$ cat src/rtl/wdt_pkg.sv
package wdt_pkg;

  // Clock rate and the base tick that all long periods are counted in.
  localparam int unsigned CLK_MHZ = 250;
  localparam int unsigned TICK_US = 50;
  localparam int unsigned TICK_CYCLES_DEF = TICK_US * CLK_MHZ;

  // Normal timeouts in microseconds.
  localparam int unsigned WD_TO0_US = 1000;
  localparam int unsigned WD_TO1_US = 4000;
  localparam int unsigned WD_TO2_US = 12500;
  localparam int unsigned WD_TO3_US = 50000;
  localparam int unsigned WD_TO4_US = 200000;
  localparam int unsigned WD_TO5_US = 800000;
  localparam int unsigned WD_TO6_US = 1600000;
  localparam int unsigned WD_TO7_US = 3200000;

  // Long startup delays in microseconds.
  localparam int unsigned WD_SU0_US = 25600000;
  localparam int unsigned WD_SU1_US = 51200000;
  localparam int unsigned WD_SU2_US = 102400000;
  localparam int unsigned WD_SU3_US = 128000000;

  // Periods expressed in ticks.
  localparam int CNT_W = 22;
  localparam logic [CNT_W-1:0] WD_TO0_TICKS = CNT_W'(WD_TO0_US / TICK_US);
  localparam logic [CNT_W-1:0] WD_TO1_TICKS = CNT_W'(WD_TO1_US / TICK_US);
  localparam logic [CNT_W-1:0] WD_TO2_TICKS = CNT_W'(WD_TO2_US / TICK_US);
  localparam logic [CNT_W-1:0] WD_TO3_TICKS = CNT_W'(WD_TO3_US / TICK_US);
  localparam logic [CNT_W-1:0] WD_TO4_TICKS = CNT_W'(WD_TO4_US / TICK_US);
  localparam logic [CNT_W-1:0] WD_TO5_TICKS = CNT_W'(WD_TO5_US / TICK_US);
  localparam logic [CNT_W-1:0] WD_TO6_TICKS = CNT_W'(WD_TO6_US / TICK_US);
  localparam logic [CNT_W-1:0] WD_TO7_TICKS = CNT_W'(WD_TO7_US / TICK_US);
  localparam logic [CNT_W-1:0] WD_SU0_TICKS = CNT_W'(WD_SU0_US / TICK_US);
  localparam logic [CNT_W-1:0] WD_SU1_TICKS = CNT_W'(WD_SU1_US / TICK_US);
  localparam logic [CNT_W-1:0] WD_SU2_TICKS = CNT_W'(WD_SU2_US / TICK_US);
  localparam logic [CNT_W-1:0] WD_SU3_TICKS = CNT_W'(WD_SU3_US / TICK_US);

  // Alarm pulse length in system clock cycles when expiry drives reset.
  localparam logic [1:0] ALARM_PULSE_CYCLES = 2'h3;

  // Register offsets.
  localparam logic [7:0] MODE_OFFSET = 8'h4d;
  localparam logic [7:0] CFG_OFFSET = 8'h55;
  localparam logic [7:0] STATUS_OFFSET = 8'h56;

  // Reset values.
  localparam logic [7:0] MODE_RESET = 8'h01;
  localparam logic [7:0] CFG_RESET = 8'h00;

  // Mode register fields.
  localparam int MODE_SEQ_DIS_BIT = 0;
  localparam int MODE_MARGIN_BIT = 1;
  localparam int MODE_EW_OV_BIT = 2;
  localparam int MODE_INDEP_BIT = 3;

  // Configuration register fields.
  localparam int CFG_TO_LSB = 0;
  localparam int CFG_SU_LSB = 3;
  localparam int CFG_EN_BIT = 5;
  localparam int CFG_SU_EN_BIT = 6;
  localparam int CFG_RST_EN_BIT = 7;

  // Watchdog states.
  typedef enum logic [2:0] {
    WD_OFF,
    WD_STARTUP,
    WD_RUN,
    WD_ALARM,
    WD_PULSE
  } wd_state_t;

endpackage

$ cat src/rtl/edge_sync_if.sv
// Filtered level and edge strobe of a synchronised pin.
interface edge_sync_if;
  logic level;
  logic edge_seen;
  modport src (output level, output edge_seen);
  modport dst (input level, input edge_seen);
endinterface

$ cat src/rtl/pin_sync.sv
module pin_sync
  import wdt_pkg::*;
(
  input wire logic mclk,
  input wire logic rst_sync_n,
  input wire logic pin,
  edge_sync_if.src sync
);

  logic [2:0] stage_reg;
  logic [2:0] stage_next;
  logic level_reg;
  logic level_next;
  logic edge_reg;
  logic edge_next;

  // Stage 0 feeds only stage 1; a change counts once stages 1 and 2 agree.
  always_comb begin
    stage_next = {stage_reg[1:0], pin};
    level_next = level_reg;
    edge_next = 1'b0;
    if (stage_reg[1] == stage_reg[2] && stage_reg[2] != level_reg) begin
      level_next = stage_reg[2];
      edge_next = 1'b1;
    end
  end

  always_ff @(posedge mclk or negedge rst_sync_n) begin
    if (!rst_sync_n) begin
      stage_reg <= 3'h0;
      level_reg <= 1'b0;
      edge_reg <= 1'b0;
    end else begin
      stage_reg <= stage_next;
      level_reg <= level_next;
      edge_reg <= edge_next;
    end
  end

  assign sync.level = level_reg;
  assign sync.edge_seen = edge_reg;

endmodule

$ cat src/rtl/supervisory_watchdog_timer.sv
module supervisory_watchdog_timer
  import wdt_pkg::*;
#(
  parameter int unsigned TICK_CYCLES = TICK_CYCLES_DEF
) (
  input wire logic mclk,
  input wire logic rst_n,
  input wire logic kick_input,
  input wire logic seq_gate_input,
  input wire logic supply_ok,
  input wire logic boot_done,
  input wire logic seq_done,
  input wire logic seq_reset_active,
  input wire logic [7:0] reg_addr,
  input wire logic [7:0] reg_wdata,
  input wire logic reg_we,
  input wire logic reg_re,
  output logic [7:0] reg_rdata,
  output logic watchdog_alarm_out_n,
  output logic wd_reset_req,
  output logic seq_start,
  output logic margin_enable,
  output logic early_warn_overvoltage
);

  // Last prescaler count of one coarse tick; the prescaler wraps to zero after it.
  localparam logic [13:0] TICK_LAST = 14'(TICK_CYCLES - 1);

  // Reset release synchroniser; assertion stays asynchronous.
  // Release is retimed so that no flip-flop leaves reset on a different edge
  // from its neighbours, which could otherwise start the watchdog half reset.
  logic [1:0] rst_pipe_reg;
  logic [1:0] rst_pipe_next;
  logic rst_sync_n;

  // A one is shifted in behind the released external reset.
  always_comb begin
    rst_pipe_next = {rst_pipe_reg[0], 1'b1};
  end

  always_ff @(posedge mclk or negedge rst_n) begin
    if (!rst_n) begin
      rst_pipe_reg <= 2'h0;
    end else begin
      rst_pipe_reg <= rst_pipe_next;
    end
  end

  assign rst_sync_n = rst_pipe_reg[1];

  // Pin synchronisers for the kick and the sequence gate.
  edge_sync_if kick_sync ();
  edge_sync_if gate_sync ();

  pin_sync u_kick_sync (
    .mclk(mclk),
    .rst_sync_n(rst_sync_n),
    .pin(kick_input),
    .sync(kick_sync.src)
  );

  pin_sync u_gate_sync (
    .mclk(mclk),
    .rst_sync_n(rst_sync_n),
    .pin(seq_gate_input),
    .sync(gate_sync.src)
  );

  // Register file state.
  logic [7:0] mode_reg;
  logic [7:0] mode_next;
  logic [7:0] cfg_reg;
  logic [7:0] cfg_next;
  logic [7:0] rdata_reg;
  logic [7:0] rdata_next;

  // Watchdog state.
  wd_state_t state_reg;
  wd_state_t state_next;
  logic [CNT_W-1:0] count_reg;
  logic [CNT_W-1:0] count_next;
  logic [13:0] presc_reg;
  logic [13:0] presc_next;
  logic [1:0] pulse_reg;
  logic [1:0] pulse_next;
  logic alarm_reg;
  logic alarm_next;
  logic rst_req_reg;
  logic rst_req_next;
  logic seq_start_reg;
  logic seq_start_next;
  logic alarm_n_reg;
  logic alarm_n_next;

  // Decoded controls shared by the watchdog processes.
  logic indep;
  logic active;
  logic tick;
  logic [CNT_W-1:0] to_ticks;
  logic [CNT_W-1:0] su_ticks;
  logic [CNT_W-1:0] limit;

  // Period selection from the configuration fields.
  always_comb begin
    case (cfg_reg[CFG_TO_LSB +: 3])
      3'h0: to_ticks = WD_TO0_TICKS;
      3'h1: to_ticks = WD_TO1_TICKS;
      3'h2: to_ticks = WD_TO2_TICKS;
      3'h3: to_ticks = WD_TO3_TICKS;
      3'h4: to_ticks = WD_TO4_TICKS;
      3'h5: to_ticks = WD_TO5_TICKS;
      3'h6: to_ticks = WD_TO6_TICKS;
      default: to_ticks = WD_TO7_TICKS;
    endcase
    case (cfg_reg[CFG_SU_LSB +: 2])
      2'h0: su_ticks = WD_SU0_TICKS;
      2'h1: su_ticks = WD_SU1_TICKS;
      2'h2: su_ticks = WD_SU2_TICKS;
      default: su_ticks = WD_SU3_TICKS;
    endcase
    // A startup window runs on the long limit; every other state uses the
    // normal timeout.
    limit = (state_reg == WD_STARTUP) ? su_ticks : to_ticks;
  end

  // Activation gate: independent mode follows supply and boot only, while
  // dependent mode needs finished sequencing and a released supervisor reset.
  // Enable low holds the watchdog in reset whatever the mode.
  assign indep = mode_reg[MODE_INDEP_BIT];
  always_comb begin
    if (!cfg_reg[CFG_EN_BIT]) begin
      active = 1'b0;
    end else if (indep) begin
      active = supply_ok && boot_done;
    end else begin
      active = seq_done && !seq_reset_active;
    end
  end

  // One coarse tick every TICK_CYCLES clocks; the timeout and startup periods count these.
  assign tick = (presc_reg == TICK_LAST);

  // Register writes and reads; the status word shows the watchdog itself.
  always_comb begin
    mode_next = mode_reg;
    cfg_next = cfg_reg;
    rdata_next = rdata_reg;
    if (reg_we && reg_addr == MODE_OFFSET) begin
      // Unused mode bits are dropped so that they always read back as zero.
      mode_next = {4'h0, reg_wdata[3:0]};
    end
    if (reg_we && reg_addr == CFG_OFFSET) begin
      cfg_next = reg_wdata;
    end
    if (reg_re) begin
      // Read data is registered and holds until the next read strobe.
      case (reg_addr)
        MODE_OFFSET: rdata_next = mode_reg;
        CFG_OFFSET: rdata_next = cfg_reg;
        STATUS_OFFSET: rdata_next = {3'h0, state_reg, rst_req_reg, alarm_reg};
        default: rdata_next = 8'h00;
      endcase
    end
  end

  always_ff @(posedge mclk or negedge rst_sync_n) begin
    if (!rst_sync_n) begin
      mode_reg <= MODE_RESET;
      cfg_reg <= CFG_RESET;
      rdata_reg <= 8'h00;
    end else begin
      mode_reg <= mode_next;
      cfg_reg <= cfg_next;
      rdata_reg <= rdata_next;
    end
  end

  // Watchdog sequencing. Periods are counted in coarse ticks so a 128 s
  // delay fits a narrow counter; the prescaler is zeroed on every restart, so no tick of jitter results.
  // Kick edges arrive three to four clocks after the pin moves, which is
  // small against the shortest timeout.
  always_comb begin
    state_next = state_reg;
    count_next = count_reg;
    presc_next = tick ? 14'h0 : presc_reg + 14'h1;
    pulse_next = pulse_reg;
    alarm_next = alarm_reg;
    rst_req_next = 1'b0;
    if (!active) begin
      // Losing activation disarms at once and releases the alarm; the
      // count restarts from zero when activation returns.
      state_next = WD_OFF;
      alarm_next = 1'b0;
      count_next = '0;
      presc_next = 14'h0;
    end else begin
      case (state_reg)
        WD_OFF: begin
          // Arming: the long startup window only when it is enabled.
          state_next = cfg_reg[CFG_SU_EN_BIT] ? WD_STARTUP : WD_RUN;
          count_next = '0;
          presc_next = 14'h0;
        end
        WD_STARTUP, WD_RUN: begin
          // A kick in the same cycle as expiry wins, so a processor that
          // kicks at the last moment is never punished for the race.
          if (kick_sync.edge_seen) begin
            state_next = WD_RUN;
            count_next = '0;
            presc_next = 14'h0;
          // Expiry falls on the last tick of the selected period.
          end else if (tick && count_reg == limit - CNT_W'(1)) begin
            alarm_next = 1'b1;
            count_next = '0;
            if (cfg_reg[CFG_RST_EN_BIT]) begin
              state_next = WD_PULSE;
              pulse_next = 2'h1;
            end else begin
              state_next = WD_ALARM;
            end
          end else if (tick) begin
            count_next = count_reg + CNT_W'(1);
          end
        end
        WD_ALARM: begin
          // The alarm stands until the processor shows life again or activation is lost.
          if (kick_sync.edge_seen) begin
            alarm_next = 1'b0;
            state_next = WD_RUN;
            count_next = '0;
            presc_next = 14'h0;
          end
        end
        WD_PULSE: begin
          // Alarm first, then the reset request, then the alarm release.
          if (pulse_reg == 2'h1) begin
            rst_req_next = 1'b1;
          end
          // The pulse counter starts at one on entry, so three cycles pass here.
          if (pulse_reg == ALARM_PULSE_CYCLES) begin
            alarm_next = 1'b0;
            state_next = WD_OFF;
            pulse_next = 2'h0;
          end else begin
            pulse_next = pulse_reg + 2'h1;
          end
        end
        default: begin
          // An illegal state code falls back to a safe, disarmed state.
          state_next = WD_OFF;
        end
      endcase
    end
  end

  always_ff @(posedge mclk or negedge rst_sync_n) begin
    if (!rst_sync_n) begin
      state_reg <= WD_OFF;
      count_reg <= '0;
      presc_reg <= 14'h0;
      pulse_reg <= 2'h0;
      alarm_reg <= 1'b0;
      rst_req_reg <= 1'b0;
    end else begin
      state_reg <= state_next;
      count_reg <= count_next;
      presc_reg <= presc_next;
      pulse_reg <= pulse_next;
      alarm_reg <= alarm_next;
      rst_req_reg <= rst_req_next;
    end
  end

  // Sequencing start needs both the software enable and the gate pin.
  // The gate is a pin, so its filtered level is used, never the raw input.
  always_comb begin
    seq_start_next = !mode_reg[MODE_SEQ_DIS_BIT] && gate_sync.level;
  end

  always_ff @(posedge mclk or negedge rst_sync_n) begin
    if (!rst_sync_n) begin
      seq_start_reg <= 1'b0;
    end else begin
      seq_start_reg <= seq_start_next;
    end
  end

  // The pin copy of the alarm is active low. It is registered from the same
  // next value as the internal alarm so that the pin carries no inverter
  // after the flip-flop and both copies always move on the same edge.
  always_comb begin
    alarm_n_next = !alarm_next;
  end

  always_ff @(posedge mclk or negedge rst_sync_n) begin
    if (!rst_sync_n) begin
      alarm_n_reg <= 1'b1;
    end else begin
      alarm_n_reg <= alarm_n_next;
    end
  end

  // Outputs all come from flip-flops, so no logic glitch can reach a pin.
  assign reg_rdata = rdata_reg;
  assign watchdog_alarm_out_n = alarm_n_reg;
  assign wd_reset_req = rst_req_reg;
  assign seq_start = seq_start_reg;
  assign margin_enable = mode_reg[MODE_MARGIN_BIT];
  assign early_warn_overvoltage = mode_reg[MODE_EW_OV_BIT];

endmodule

$ cat config.mk
export PLATFORM = sky130hd
export DESIGN_NAME = supervisory_watchdog_timer
export DESIGN_NICKNAME = d
export VERILOG_FILES = /design/src/rtl/wdt_pkg.sv /design/src/rtl/edge_sync_if.sv /design/src/rtl/pin_sync.sv /design/src/rtl/supervisory_watchdog_timer.sv
export SDC_FILE = /design/constraint.sdc
export NUM_CORES = 1
export LEC_CHECK = 0
export ABC_AREA = 1
export BUFFER_PORTS_ARGS = -buffer_cell sky130_fd_sc_hd__buf_2
export CAP_MARGIN = 20
export CORE_UTILIZATION = 50
export DETAILED_ROUTE_END_ITERATION = 6
export PLACE_DENSITY = 0.71
export SLEW_MARGIN = 20
export SYNTH_ARGS = -nofsm -noshare
export SYNTH_HDL_FRONTEND = slang
export SYNTH_SLANG_ARGS = --single-unit
$ cat constraint.sdc
create_clock -name mclk -period 2.35 [get_ports mclk]
set_input_delay 0.5875 -clock mclk [delete_from_list [all_inputs] [get_ports mclk]]
set_output_delay 0.5875 -clock mclk [all_outputs]
set_load 0.01 [all_outputs]
==> impl_results.md, run 1 <==
- Crit-path max FO: 8
- Buffers on Ports: 38
- CTS tree: yes
- Critical R2R Capture: count_reg[17]$_DFFE_PN0P_
- Sequential cell area fraction in the yosys report: 0.418
- Die width: approximately 98 µm
- Post-route DRC: 0
- Initial antenna violation count: 0
- Net switching power: 0.000724 W
- Crit path max-delay family: simple AND/OR/NAND/NOR gates
- Arr. time, crit path: 2.79 ns
- Clock period minus final worst setup slack: 2.55 ns
- Final Hold Viols: 0
- Post-DRT Antenna Nets: 0
- Slew Limit Fails: 0
- Finish-stage setup viols: 29
- CTS clk-pin slew, worst paths: 0.09 ns
- Detailed Route Iter0 Violations: 296
- P per Cell Area: 482 nW/µm²
- Avg Cell Area, Syn: 7.23 µm²
- Reg2reg path depth: 17
- Crit-path cells: inv_2, nor3_4, nand2_2, ha_4, nand2_2, nand2_1, nor2_1, nand3_1, nor2_1, nand3_1, nor2_2, nand3_1, nor2_1, nand4_1, nand3_4, clkbuf_16, a21oi_1
- # clock sinks: 76
- Final nets: 744
- Floorplan core area: 8760 µm²
- Largest net degree at the start of global routing: 75
- H-tree levels: 3
- Wire length per cell: 14.0 µm
- Die footprint: approximately 9500 µm²
- Area post-placement: 5080 µm²
- Met3 Use GR: 0.0525
- F_max: 393 MHz
- CP endpoint kind: register
- Via count: 4356
- Mapped Cells: 631
- Combinational power share: 0.089
- Layer with the highest usage: met2
- Number of I/O pins: 39
- Sequential Power Share: 0.506
- Synth area leaders: dfrtp_1 (41%), nand2_1 (15%), inv_1 (6.8%)
- Worst EP required: approximately 2.6 ns
- Number of flip-flops in the largest register: 22
- Final instance area: 5550 µm²
- Maximum vdd ir drop: 0.000295 V
- Mapped Nets: 666
- Max-cap viol count: 0
- Share of layout cells above drive strength 1: 0.213
- Root Buffer Master: clkbuf_8
- Sw Ratio: 0.271
- Post-Syn Area: roughly 4600 µm²
- First-pass GRT wire length: 19.0 mm
- Slack of the critical path: -0.196 ns
- Netlist cell types: 44
- Detailed Place HPWL: 8.37 mm
- Critical path launch point type: register
- Total CTS buffers: 9
- Initial Util: 0.520
- Met2 GRT Util: 0.417
- CP Buf/Inv Count: 2
- Die Ht: 97.5 µm
- Drt pass-1 iters: 5
- Flops & latches, synth: 76
- Period utilization: 1.08
- Reg2reg start: cfg_reg[1]$_DFFE_PN0P_
- GRT met1 Usage: 0.327
- Post-synth EDFFs: 0
- Worst path slowest cell: dfrtp_1
- Vias in the first global route: about 4100
- Worst reg-to-reg setup slack: -0.20 ns
- Total Neg Setup Slack: -4.42 ns
- Skew-Pair Late Insertion Delay: approximately 0.37 ns
- HP Class: register to asynchronous set/reset pin
- Slew headroom: 0.673
- Most frequent cells in the layout: nand2_1 (173), inv_1 (81), dfrtp_1 (72)
- Fillers: 750
- Main synth FF type: dfrtp_1
- Area grow syn2layout: 21.7%
- Synth top area share: 0.406
- Gr usage total: 0.251
- Cell Int Power: between 0.0015 and 0.002 W
- P_leak: around 2.7 nW
- Finished Core Util: 0.633
- Site Rows: 34
- Via-to-Cell Ratio: ~5.3
- GRT overflow: 0
- N_diodes: 0
- FFs w/ async S/R, synth: 1.00
- Final worst clock skew: 0.0159 ns
- Worst slew pin tran: 0.478 ns
- RSZ-0062 raised after global routing: yes
- CTS max path bufs: 2
- CP peak stage delay: 0.38 ns
- Synth area leader: dfrtp_1
- Outcome: finished with violations
- Setup CP Type: register to register
- Yosys warnings: 0
- Most common cell after layout, fill and taps aside: nand2_1
- Total wire length: 11.5 mm
- Global placer's final weighted congestion: 0.925
- Pre-CTS setup slack: -0.275 ns
- Clock power frac: 0.405
- Failing checks: negative setup slack
[power by group through the flow]
stage	sequential (W)	combinational, W	clock [W]
3_3_place_gp	0.00138	0.000208	0
6_report	0.00135	0.000237	0.00108
4_1_cts	0.00135	0.000223	0.00111
2_1_floorplan	0.00139	0.000110	0
3_5_place_dp	0.00138	0.000210	0
5_1_grt	0.00136	0.000268	0.00115
[synth_stat cells (2+ instances only)]
cell and instances:
a211oi_1 3, a21oi_1 30, a221oi_1 2, buf_2 4, buf_4 2, buf_6 3
clkbuf_1 5, clkinv_1 2, dfrtp_1 74, dfstp_2 2, ha_1 9, inv_1 83
inv_2 3, mux2_2 4, nand2_1 177, nand2_2 5, nand3_1 46, nand3_2 2
nand3b_1 2, nand4_1 12, nor2_1 72, nor2_2 4, nor3_1 16, nor3b_1 4
o211ai_1 3, o21ai_0 21, o21ai_1 4, o21bai_1 3, o22ai_1 5, o31ai_1 2
xor2_1 14
[layout make-up]
class | count | area (µm²) | share of cell area
well taps | 108 | 135 | 0.0243
clock buffers | 9 | 124 | 0.0223
clock inverters | 7 | 87.6 | 0.0158
flip-flops and latches | 76 | 1910 | 0.344
repair buffers | 81 | 592 | 0.107
multi-input cells | 453 | 2370 | 0.427
inverters | 88 | 333 | 0.0600
[worst max-delay path by stage]
| stage | start | to | slack, ns | cells past startpoint |
|---|---|---|---|---|
| floorplan | state_reg[2]$_DFFE_PN0P_ | count_reg[1]$_DFFE_PN0P_ | 0.04 | 20 |
| global placement | cfg_reg[0]$_DFFE_PN0P_ | count_reg[14]$_DFFE_PN0P_ | -0.08 | 19 |
| detailed placement | cfg_reg[0]$_DFFE_PN0P_ | count_reg[14]$_DFFE_PN0P_ | -0.27 | 17 |
| CTS | cfg_reg[1]$_DFFE_PN0P_ | count_reg[16]$_DFFE_PN0P_ | -0.19 | 17 |
| global route | cfg_reg[1]$_DFFE_PN0P_ | count_reg[1]$_DFFE_PN0P_ | -0.37 | 19 |
| finish | cfg_reg[1]$_DFFE_PN0P_ | count_reg[17]$_DFFE_PN0P_ | -0.20 | 17 |
[per-layer routing]
layer / wire length, µm / up-vias / share of wire
met1: 5180 / 2039 / 0.45
met5: 0 / - / 0
li1: - / 2175 / -
met4: 211 / 0 / 0.018
met2: 5450 / 121 / 0.47
met3: 670 / 21 / 0.058
[worst reg2reg max path, cell delays in order (launching register included)]
cell	delay, ns
dfrtp_1	0.38
inv_2	0.06
nor3_4	0.21
nand2_2	0.10
ha_4	0.25
nand2_2	0.06
nand2_1	0.05
nor2_1	0.09
nand3_1	0.09
nor2_1	0.09
nand3_1	0.09
nor2_2	0.09
nand3_1	0.08
nor2_1	0.09
nand4_1	0.21
nand3_4	0.23
clkbuf_16	0.20
a21oi_1	0.06
[kinds of logic (layout without fill, tap and decap cells)]
group                    after synthesis  in the layout  share of synthesized area
adder cells (fa/ha/maj)               10             10                     0.0269
AO/OA/AOI/OAI                         78             78                     0.0996
AND/OR/NAND/NOR                      345            345                      0.325
buffers and inverters                102            185                     0.0916
other                                  1              1                   0.000822
XOR/XNOR                              15             15                     0.0288
flip-flops                            76             76                      0.418
multiplexers                           4              4                    0.00988
[what timing repair did]
item | CTS | global route
hold endpoints to repair | 2 | 0
resized for setup | 6 | 31
cloned | 0 | 2
hold buffers | 1 | 0
endpoints found under the setup margin | 29 | 31
pin swaps | 4 | 2
setup buffers | 8 | 1
[stage by stage]
stage	hold slack, ns	power (W)	cells
2_1_floorplan	0.292	0.00150	631
3_3_place_gp	0.305	0.00158	795
3_5_place_dp	0.309	0.00159	795
4_1_cts	0.315	0.00268	820
5_1_grt	0.334	0.00278	822
6_report	0.283	0.00267	822
Power figures use the tool's default switching activity.
==> run 2: changes to the inputs <==
--- a/config.mk
+++ b/config.mk
@@ -8,7 +8,9 @@
 export ABC_AREA = 1
 export BUFFER_PORTS_ARGS = -buffer_cell sky130_fd_sc_hd__buf_2
 export CAP_MARGIN = 20
+export CORE_MARGIN = 10
 export CORE_UTILIZATION = 50
+export CTS_BUF_LIST = sky130_fd_sc_hd__clkbuf_2 sky130_fd_sc_hd__clkbuf_4 sky130_fd_sc_hd__clkbuf_8
 export DETAILED_ROUTE_END_ITERATION = 6
 export PLACE_DENSITY = 0.71
 export SLEW_MARGIN = 20
==> constraint.sdc (replaced) <==
create_clock -name mclk -period 2.35 [get_ports mclk]
set_input_delay 0.1175 -clock mclk [delete_from_list [all_inputs] [get_ports mclk]]
set_output_delay 0.1175 -clock mclk [all_outputs]
set_load 0.01 [all_outputs]
==> impl_results.md, run 2 (synthesis gave the netlist of run 1 again) <==
- Outcome: finished with violations (unchanged)
- Failing checks: negative setup slack (unchanged)
- Crit-path max FO: 7 (was 8)
- CTS tree: yes (unchanged)
- Pre-CTS setup slack: -0.283 ns (was -0.275 ns)
- Detailed Route Iter0 Violations: 304 (was 296)
- Slew headroom: 0.383 (was 0.673)
- CP endpoint kind: register (unchanged)
- H-tree levels: 3 (unchanged)
- Site Rows: 34 (unchanged)
- CTS clk-pin slew, worst paths: 0.08 ns (was 0.09 ns)
- F_max: 395 MHz (was 393 MHz)
- Post-route DRC: 0 (unchanged)
- Wire length per cell: 14.3 µm (was 14.0 µm)
- Worst reg-to-reg setup slack: -0.18 ns (was -0.20 ns)
- Largest net degree at the start of global routing: 75 (unchanged)
- Total Neg Setup Slack: -4.54 ns (was -4.42 ns)
- Finished Core Util: 0.632 (was 0.633)
- Number of flip-flops in the largest register: 22 (unchanged)
- Most common cell after layout, fill and taps aside: nand2_1 (unchanged)
- P per Cell Area: 470 nW/µm² (was 482 nW/µm²)
- Via count: 4410 (was 4356)
- Worst slew pin tran: 0.926 ns (was 0.478 ns)
- Skew-Pair Late Insertion Delay: 0.36 ns (was 0.37 ns)
- Buffers on Ports: 38 (unchanged)
- N_diodes: 0 (unchanged)
- Final nets: 751 (was 744)
- Number of I/O pins: 39 (unchanged)
- Drt pass-1 iters: 6 (was 5)
- Post-DRT Antenna Nets: 0 (unchanged)
- Floorplan core area: 8810 µm² (was 8760 µm²)
- Final Hold Viols: 0 (unchanged)
- Detailed Place HPWL: 8.86 mm (was 8.37 mm)
- Sw Ratio: 0.255 (was 0.271)
- # clock sinks: 76 (unchanged)
- Clock period minus final worst setup slack: 2.53 ns (was 2.55 ns)
- Max-cap viol count: 0 (unchanged)
- P_leak: 2.70 nW (about the same)
- Final worst clock skew: 0.0121 ns (was 0.0159 ns)
- Area post-placement: 5080 µm² (unchanged)
- RSZ-0062 raised after global routing: yes (unchanged)
- Share of layout cells above drive strength 1: 0.214 (was 0.213)
- HP Class: input pin to register (was register to asynchronous set/reset pin)
- Initial antenna violation count: 0 (unchanged)
- Cell Int Power: 0.00195 W (about the same)
- Die width: 116 µm (was 97.5 µm)
- Arr. time, crit path: 2.77 ns (was 2.79 ns)
- Die footprint: 13300 µm² (was 9510 µm²)
- Maximum vdd ir drop: 0.000368 V (was 0.000295 V)
- Area grow syn2layout: 22.0% (was 21.7%)
- Initial Util: 0.518 (was 0.520)
- Critical path launch point type: register (unchanged)
- CTS max path bufs: 2 (unchanged)
- Sequential Power Share: 0.526 (was 0.506)
- Finish-stage setup viols: 29 (unchanged)
- Final instance area: 5560 µm² (was 5550 µm²)
- Total wire length: 11.8 mm (was 11.5 mm)
- Vias in the first global route: 4306 (was 4117)
- Die Ht: 116 µm (was 97.5 µm)
- Setup CP Type: register to register (unchanged)
- Via-to-Cell Ratio: 5.32 (was 5.30)
- Combinational power share: 0.089 (about the same)
- Net switching power: 0.000666 W (was 0.000724 W)
- Clock power frac: 0.385 (was 0.405)
- Gr usage total: 0.183 (was 0.251)
- Root Buffer Master: clkbuf_8 (unchanged)
- Slew Limit Fails: 0 (unchanged)
- Period utilization: 1.08 (about the same)
- First-pass GRT wire length: 19.9 mm (was 19.0 mm)
- Most frequent cells in the layout: nand2_1 (168), inv_1 (81), dfrtp_1 (72) (was nand2_1 (173), inv_1 (81), dfrtp_1 (72))
- Total CTS buffers: 9 (unchanged)
- Slack of the critical path: -0.183 ns (was -0.196 ns)
- Global placer's final weighted congestion: 0.928 (was 0.925)
- GRT overflow: 0 (unchanged)
- Worst EP required: 2.59 ns (about the same)
==> run 2: power by group through the flow <==
stage | combinational, W | sequential, W | clock, W
final | 0.000232 | 0.00138 | 0.00101
after global routing | 0.000261 | 0.00139 | 0.00109
after CTS | 0.000216 | 0.00138 | 0.00103
after detailed placement | 0.000195 | 0.00140 | 0
after global placement | 0.000190 | 0.00140 | 0
after floorplan | 0.000110 | 0.00139 | 0
==> run 2: routing by layer <==
| layer | track usage | part of all wire | up-vias |
|---|---|---|---|
| met1 | 0.239 | 0.46 | 2069 |
| met4 | 0.0650 | 0.027 | 0 |
| li1 | - | - | 2184 |
| met2 | 0.286 | 0.46 | 131 |
| met3 | 0.0496 | 0.058 | 26 |
| met5 | 0 | 0 | - |
==> run 2: critical path, cell delays in order (launching register included) <==
cell and delay [ns]:
dfrtp_2 0.46, nor3_4 0.23, nand2_2 0.11, ha_4 0.29
nor2_1 0.04, nor2_1 0.12, nand3_1 0.09, nor2_1 0.10
nand3_1 0.08, nor2_1 0.11, nand3_1 0.09, nor2_1 0.09
nand4_1 0.18, nand3_4 0.19, buf_6 0.16, o22ai_2 0.06
==> run 2: area by class of cell <==
cell class | count | area (µm²)
Clock buffer | 10 | 131
Multi-Input combinational cell | 453 | 2380
Fill cell | 759 | 3240
Sequential cell | 76 | 1910
Tap cell | 108 | 135
Timing Repair Buffer | 88 | 616
Inverter | 88 | 330
Clock inverter | 6 | 65.1
==> run 2: worst paths after layout <==
kind                                                       to                               start  cells past startpoint
max in group asynchronous              cfg_reg[0]$_DFFE_PN0P_           rst_pipe_reg[1]$_DFF_PN0_                      0
min                                  reg_rdata[4]$_DFFE_PN0P_                              reg_re                      3
max                                  count_reg[1]$_DFFE_PN0P_              cfg_reg[0]$_DFFE_PN0P_                     15
max reg2reg                          count_reg[1]$_DFFE_PN0P_              cfg_reg[0]$_DFFE_PN0P_                     15
min reg2reg                u_kick_sync.stage_reg[1]$_DFF_PN0_  u_kick_sync.stage_reg[0]$_DFF_PN0_                      0
min in group asynchronous           rst_pipe_reg[0]$_DFF_PN0_                               rst_n                      2
==> run 2: metrics by stage <==
stage	hold WS, ns	std cells	power (W)
final	0.0231	829	0.00262
after CTS	0.00897	829	0.00262
after global routing	0.0191	829	0.00273
after floorplan	-0.178	631	0.00150
after detailed placement	-0.0944	798	0.00160
after global placement	-0.0965	798	0.00159
==> run 2: what timing repair did <==
| item | CTS | global route |
|---|---|---|
| hold buffers | 6 | 0 |
| setup buffers | 9 | 1 |
| endpoints found under the setup margin | 29 | 31 |
| pin swaps | 3 | 5 |
| gates resized for setup | 10 | 32 |
| hold endpoints to repair | 7 | 0 |
==> run 3: changes to the inputs <==
--- a/config.mk
+++ b/config.mk
@@ -9,10 +9,9 @@
 export BUFFER_PORTS_ARGS = -buffer_cell sky130_fd_sc_hd__buf_2
 export CAP_MARGIN = 20
 export CORE_MARGIN = 10
-export CORE_UTILIZATION = 50
+export CORE_UTILIZATION = 30
 export CTS_BUF_LIST = sky130_fd_sc_hd__clkbuf_2 sky130_fd_sc_hd__clkbuf_4 sky130_fd_sc_hd__clkbuf_8
 export DETAILED_ROUTE_END_ITERATION = 6
-export PLACE_DENSITY = 0.71
 export SLEW_MARGIN = 20
 export SYNTH_ARGS = -nofsm -noshare
 export SYNTH_HDL_FRONTEND = slang
==> impl_results.md, run 3 (synthesis gave the netlist of run 1 again) <==
- Via count: 4263 (was 4410)
- First-pass GRT wire length: 20.5 mm (was 19.9 mm)
- Number of I/O pins: 39 (unchanged)
- P per Cell Area: 499 nW/µm² (was 470 nW/µm²)
- Max-cap viol count: 0 (unchanged)
- CTS clk-pin slew, worst paths: 0.08 ns (about the same)
- Area grow syn2layout: 25.8% (was 22.0%)
- Post-DRT Antenna Nets: 0 (unchanged)
- GRT overflow: 0 (unchanged)
- Fillers: 1573 (was 759)
- Finish-stage setup viols: 29 (unchanged)
- Floorplan core area: 15000 µm² (was 8810 µm²)
- Critical path launch point type: register (unchanged)
- Wire length per cell: 13.4 µm (was 14.3 µm)
- Die width: 143 µm (was 116 µm)
- Outcome: finished with violations (unchanged)
- Final worst clock skew: 0.00967 ns (was 0.0121 ns)
- Skew-Pair Late Insertion Delay: 0.36 ns (about the same)
- Total Neg Setup Slack: -4.00 ns (was -4.54 ns)
- Detailed Place HPWL: 9.29 mm (was 8.86 mm)
- Drt pass-1 iters: 5 (was 6)
- N_diodes: 0 (unchanged)
- F_max: 396 MHz (was 395 MHz)
- RSZ-0062 raised after global routing: yes (unchanged)
- Initial Util: 0.303 (was 0.518)
- Finished Core Util: 0.382 (was 0.632)
- Slack of the critical path: -0.178 ns (was -0.183 ns)
- Gr usage total: 0.124 (was 0.183)
- Arr. time, crit path: 2.77 ns (about the same)
- Buffers on Ports: 38 (unchanged)
- Final instance area: 5740 µm² (was 5560 µm²)
- Setup CP Type: register to register (unchanged)
- Total wire length: 12.3 mm (was 11.8 mm)
- # clock sinks: 76 (unchanged)
- Vias in the first global route: 4183 (was 4306)
- Crit-path max FO: 7 (unchanged)
- CTS max path bufs: 2 (unchanged)
- Post-route DRC: 0 (unchanged)
- Global placer's final weighted congestion: 0.876 (was 0.928)
- Worst slew pin tran: 0.519 ns (was 0.926 ns)
- Via-to-Cell Ratio: 4.66 (was 5.32)
- Period utilization: 1.08 (about the same)
- CTS tree: yes (unchanged)
- Failing checks: negative setup slack (unchanged)
- Initial antenna violation count: 0 (unchanged)
- Root Buffer Master: clkbuf_8 (unchanged)
- HP Class: input pin to register (unchanged)
- Slew headroom: 0.654 (was 0.383)
- Area post-placement: 5240 µm² (was 5080 µm²)
- Final nets: 757 (was 751)
- Placed insts: 884 (was 798)
- Worst EP required: 2.60 ns (was 2.59 ns)
- Pre-CTS setup slack: -0.225 ns (was -0.283 ns)
- Site Rows: 45 (was 34)
- Slew Limit Fails: 0 (unchanged)
- Detailed Route Iter0 Violations: 257 (was 304)
- Maximum vdd ir drop: 0.000258 V (was 0.000368 V)
- Die footprint: 20500 µm² (was 13300 µm²)
- Clock period minus final worst setup slack: 2.53 ns (about the same)
- Die Ht: 143 µm (was 116 µm)
- Most frequent cells in the layout: nand2_1 (172), inv_1 (80), dfrtp_1 (73) (was nand2_1 (168), inv_1 (81), dfrtp_1 (72))
- Share of layout cells above drive strength 1: 0.201 (was 0.214)
- Largest net degree at the start of global routing: 39 (was 75)
- Final Hold Viols: 0 (unchanged)
- H-tree levels: 3 (unchanged)
- Total CTS buffers: 9 (unchanged)
- Number of flip-flops in the largest register: 22 (unchanged)
- P_leak: 2.77 nW (was 2.70 nW)
- CP endpoint kind: register (unchanged)
- Most common cell after layout, fill and taps aside: nand2_1 (unchanged)
- Finished Layout Cells: 915 (was 829)
[run 3: changes by cell type in the layout (fill, tap and decap cells not counted), sizes merged]
cell and delta:
dlygate4sd3 +3, bufinv +2, inv -1, clkinvlp -1
clkbuf +2, buf +2, clkinv -1
[run 3: area by class of cell]
class,count,area [µm²],area share
tap,188,235,0.0410
multi-input combinational,453,2330,0.406
timing repair buffer,94,687,0.120
inverter,88,333,0.0580
clock buffer,11,145,0.0253
sequential,76,1910,0.333
clock inverter,5,100,0.0174
[run 3: stage by stage]
step	hold WS [ns]	power, W
floorplan	-0.178	0.00150
global placement	-0.0961	0.00161
detailed placement	-0.0950	0.00161
CTS	0.0225	0.00289
global route	0.0387	0.00299
finish	0.0429	0.00286
[run 3: power by group]
| part | leakage, nW | internal, W | total, W | switching (W) |
|---|---|---|---|---|
| logic | 1.61 | 0.000117 | 0.000250 | 0.000133 |
| clock network | 0.127 | 0.000743 | 0.00125 | 0.000503 |
| registers | 1.03 | 0.00133 | 0.00137 | 0.0000317 |
| total | 2.77 | 0.00219 | 0.00286 | 0.000668 |
[run 3: routing by layer]
metal	wire length [µm]	vias up	global-route usage
met1	5650	1968	0.157
met3	557	13	0.0350
met5	0	-	0
met2	5870	79	0.203
met4	174	0	0.0371
li1	-	2203	-
[run 3: worst paths after layout]
check | startpoint | end | slack, ns | depth (start not counted)
max | cfg_reg[1]$_DFFE_PN0P_ | count_reg[4]$_DFFE_PN0P_ | -0.18 | 17
min | reg_wdata[3] | mode_reg[3]$_DFFE_PN0P_ | 0.04 | 3
max reg2reg | cfg_reg[1]$_DFFE_PN0P_ | count_reg[4]$_DFFE_PN0P_ | -0.18 | 17
min reg2reg | rst_pipe_reg[1]$_DFF_PN0_ | presc_reg[4]$_DFF_PN0_ | 0.31 | 0
max in group asynchronous | rst_pipe_reg[1]$_DFF_PN0_ | mode_reg[0]$_DFFE_PN1P_ | 1.40 | 1
min in group asynchronous | rst_n | rst_pipe_reg[1]$_DFF_PN0_ | 0.06 | 2
[run 3: worst max-delay path: stages (launching register included)]
cell and delay (ns):
dfrtp_1 0.40, inv_2 0.07, nor3_4 0.20, nand2_2 0.10
ha_4 0.25, nand2_2 0.06, nand2_1 0.04, nor2_1 0.08
nand3_1 0.10, nor2_2 0.10, nand3_2 0.07, nor2_1 0.08
nand3_1 0.07, nor2_1 0.08, nand4_1 0.21, nand3_4 0.23
clkbuf_16 0.18, a21oi_1 0.06
[run 3: what timing repair did]
| action | CTS | global route |
|---|---|---|
| gates cloned | 0 | 1 |
| setup endpoints to repair | 29 | 30 |
| pin swaps | 2 | 7 |
| hold endpoints to repair | 10 | 0 |
| hold buffers | 9 | 0 |
| resized for setup | 9 | 18 |
| buffers inserted | 4 | 1 |
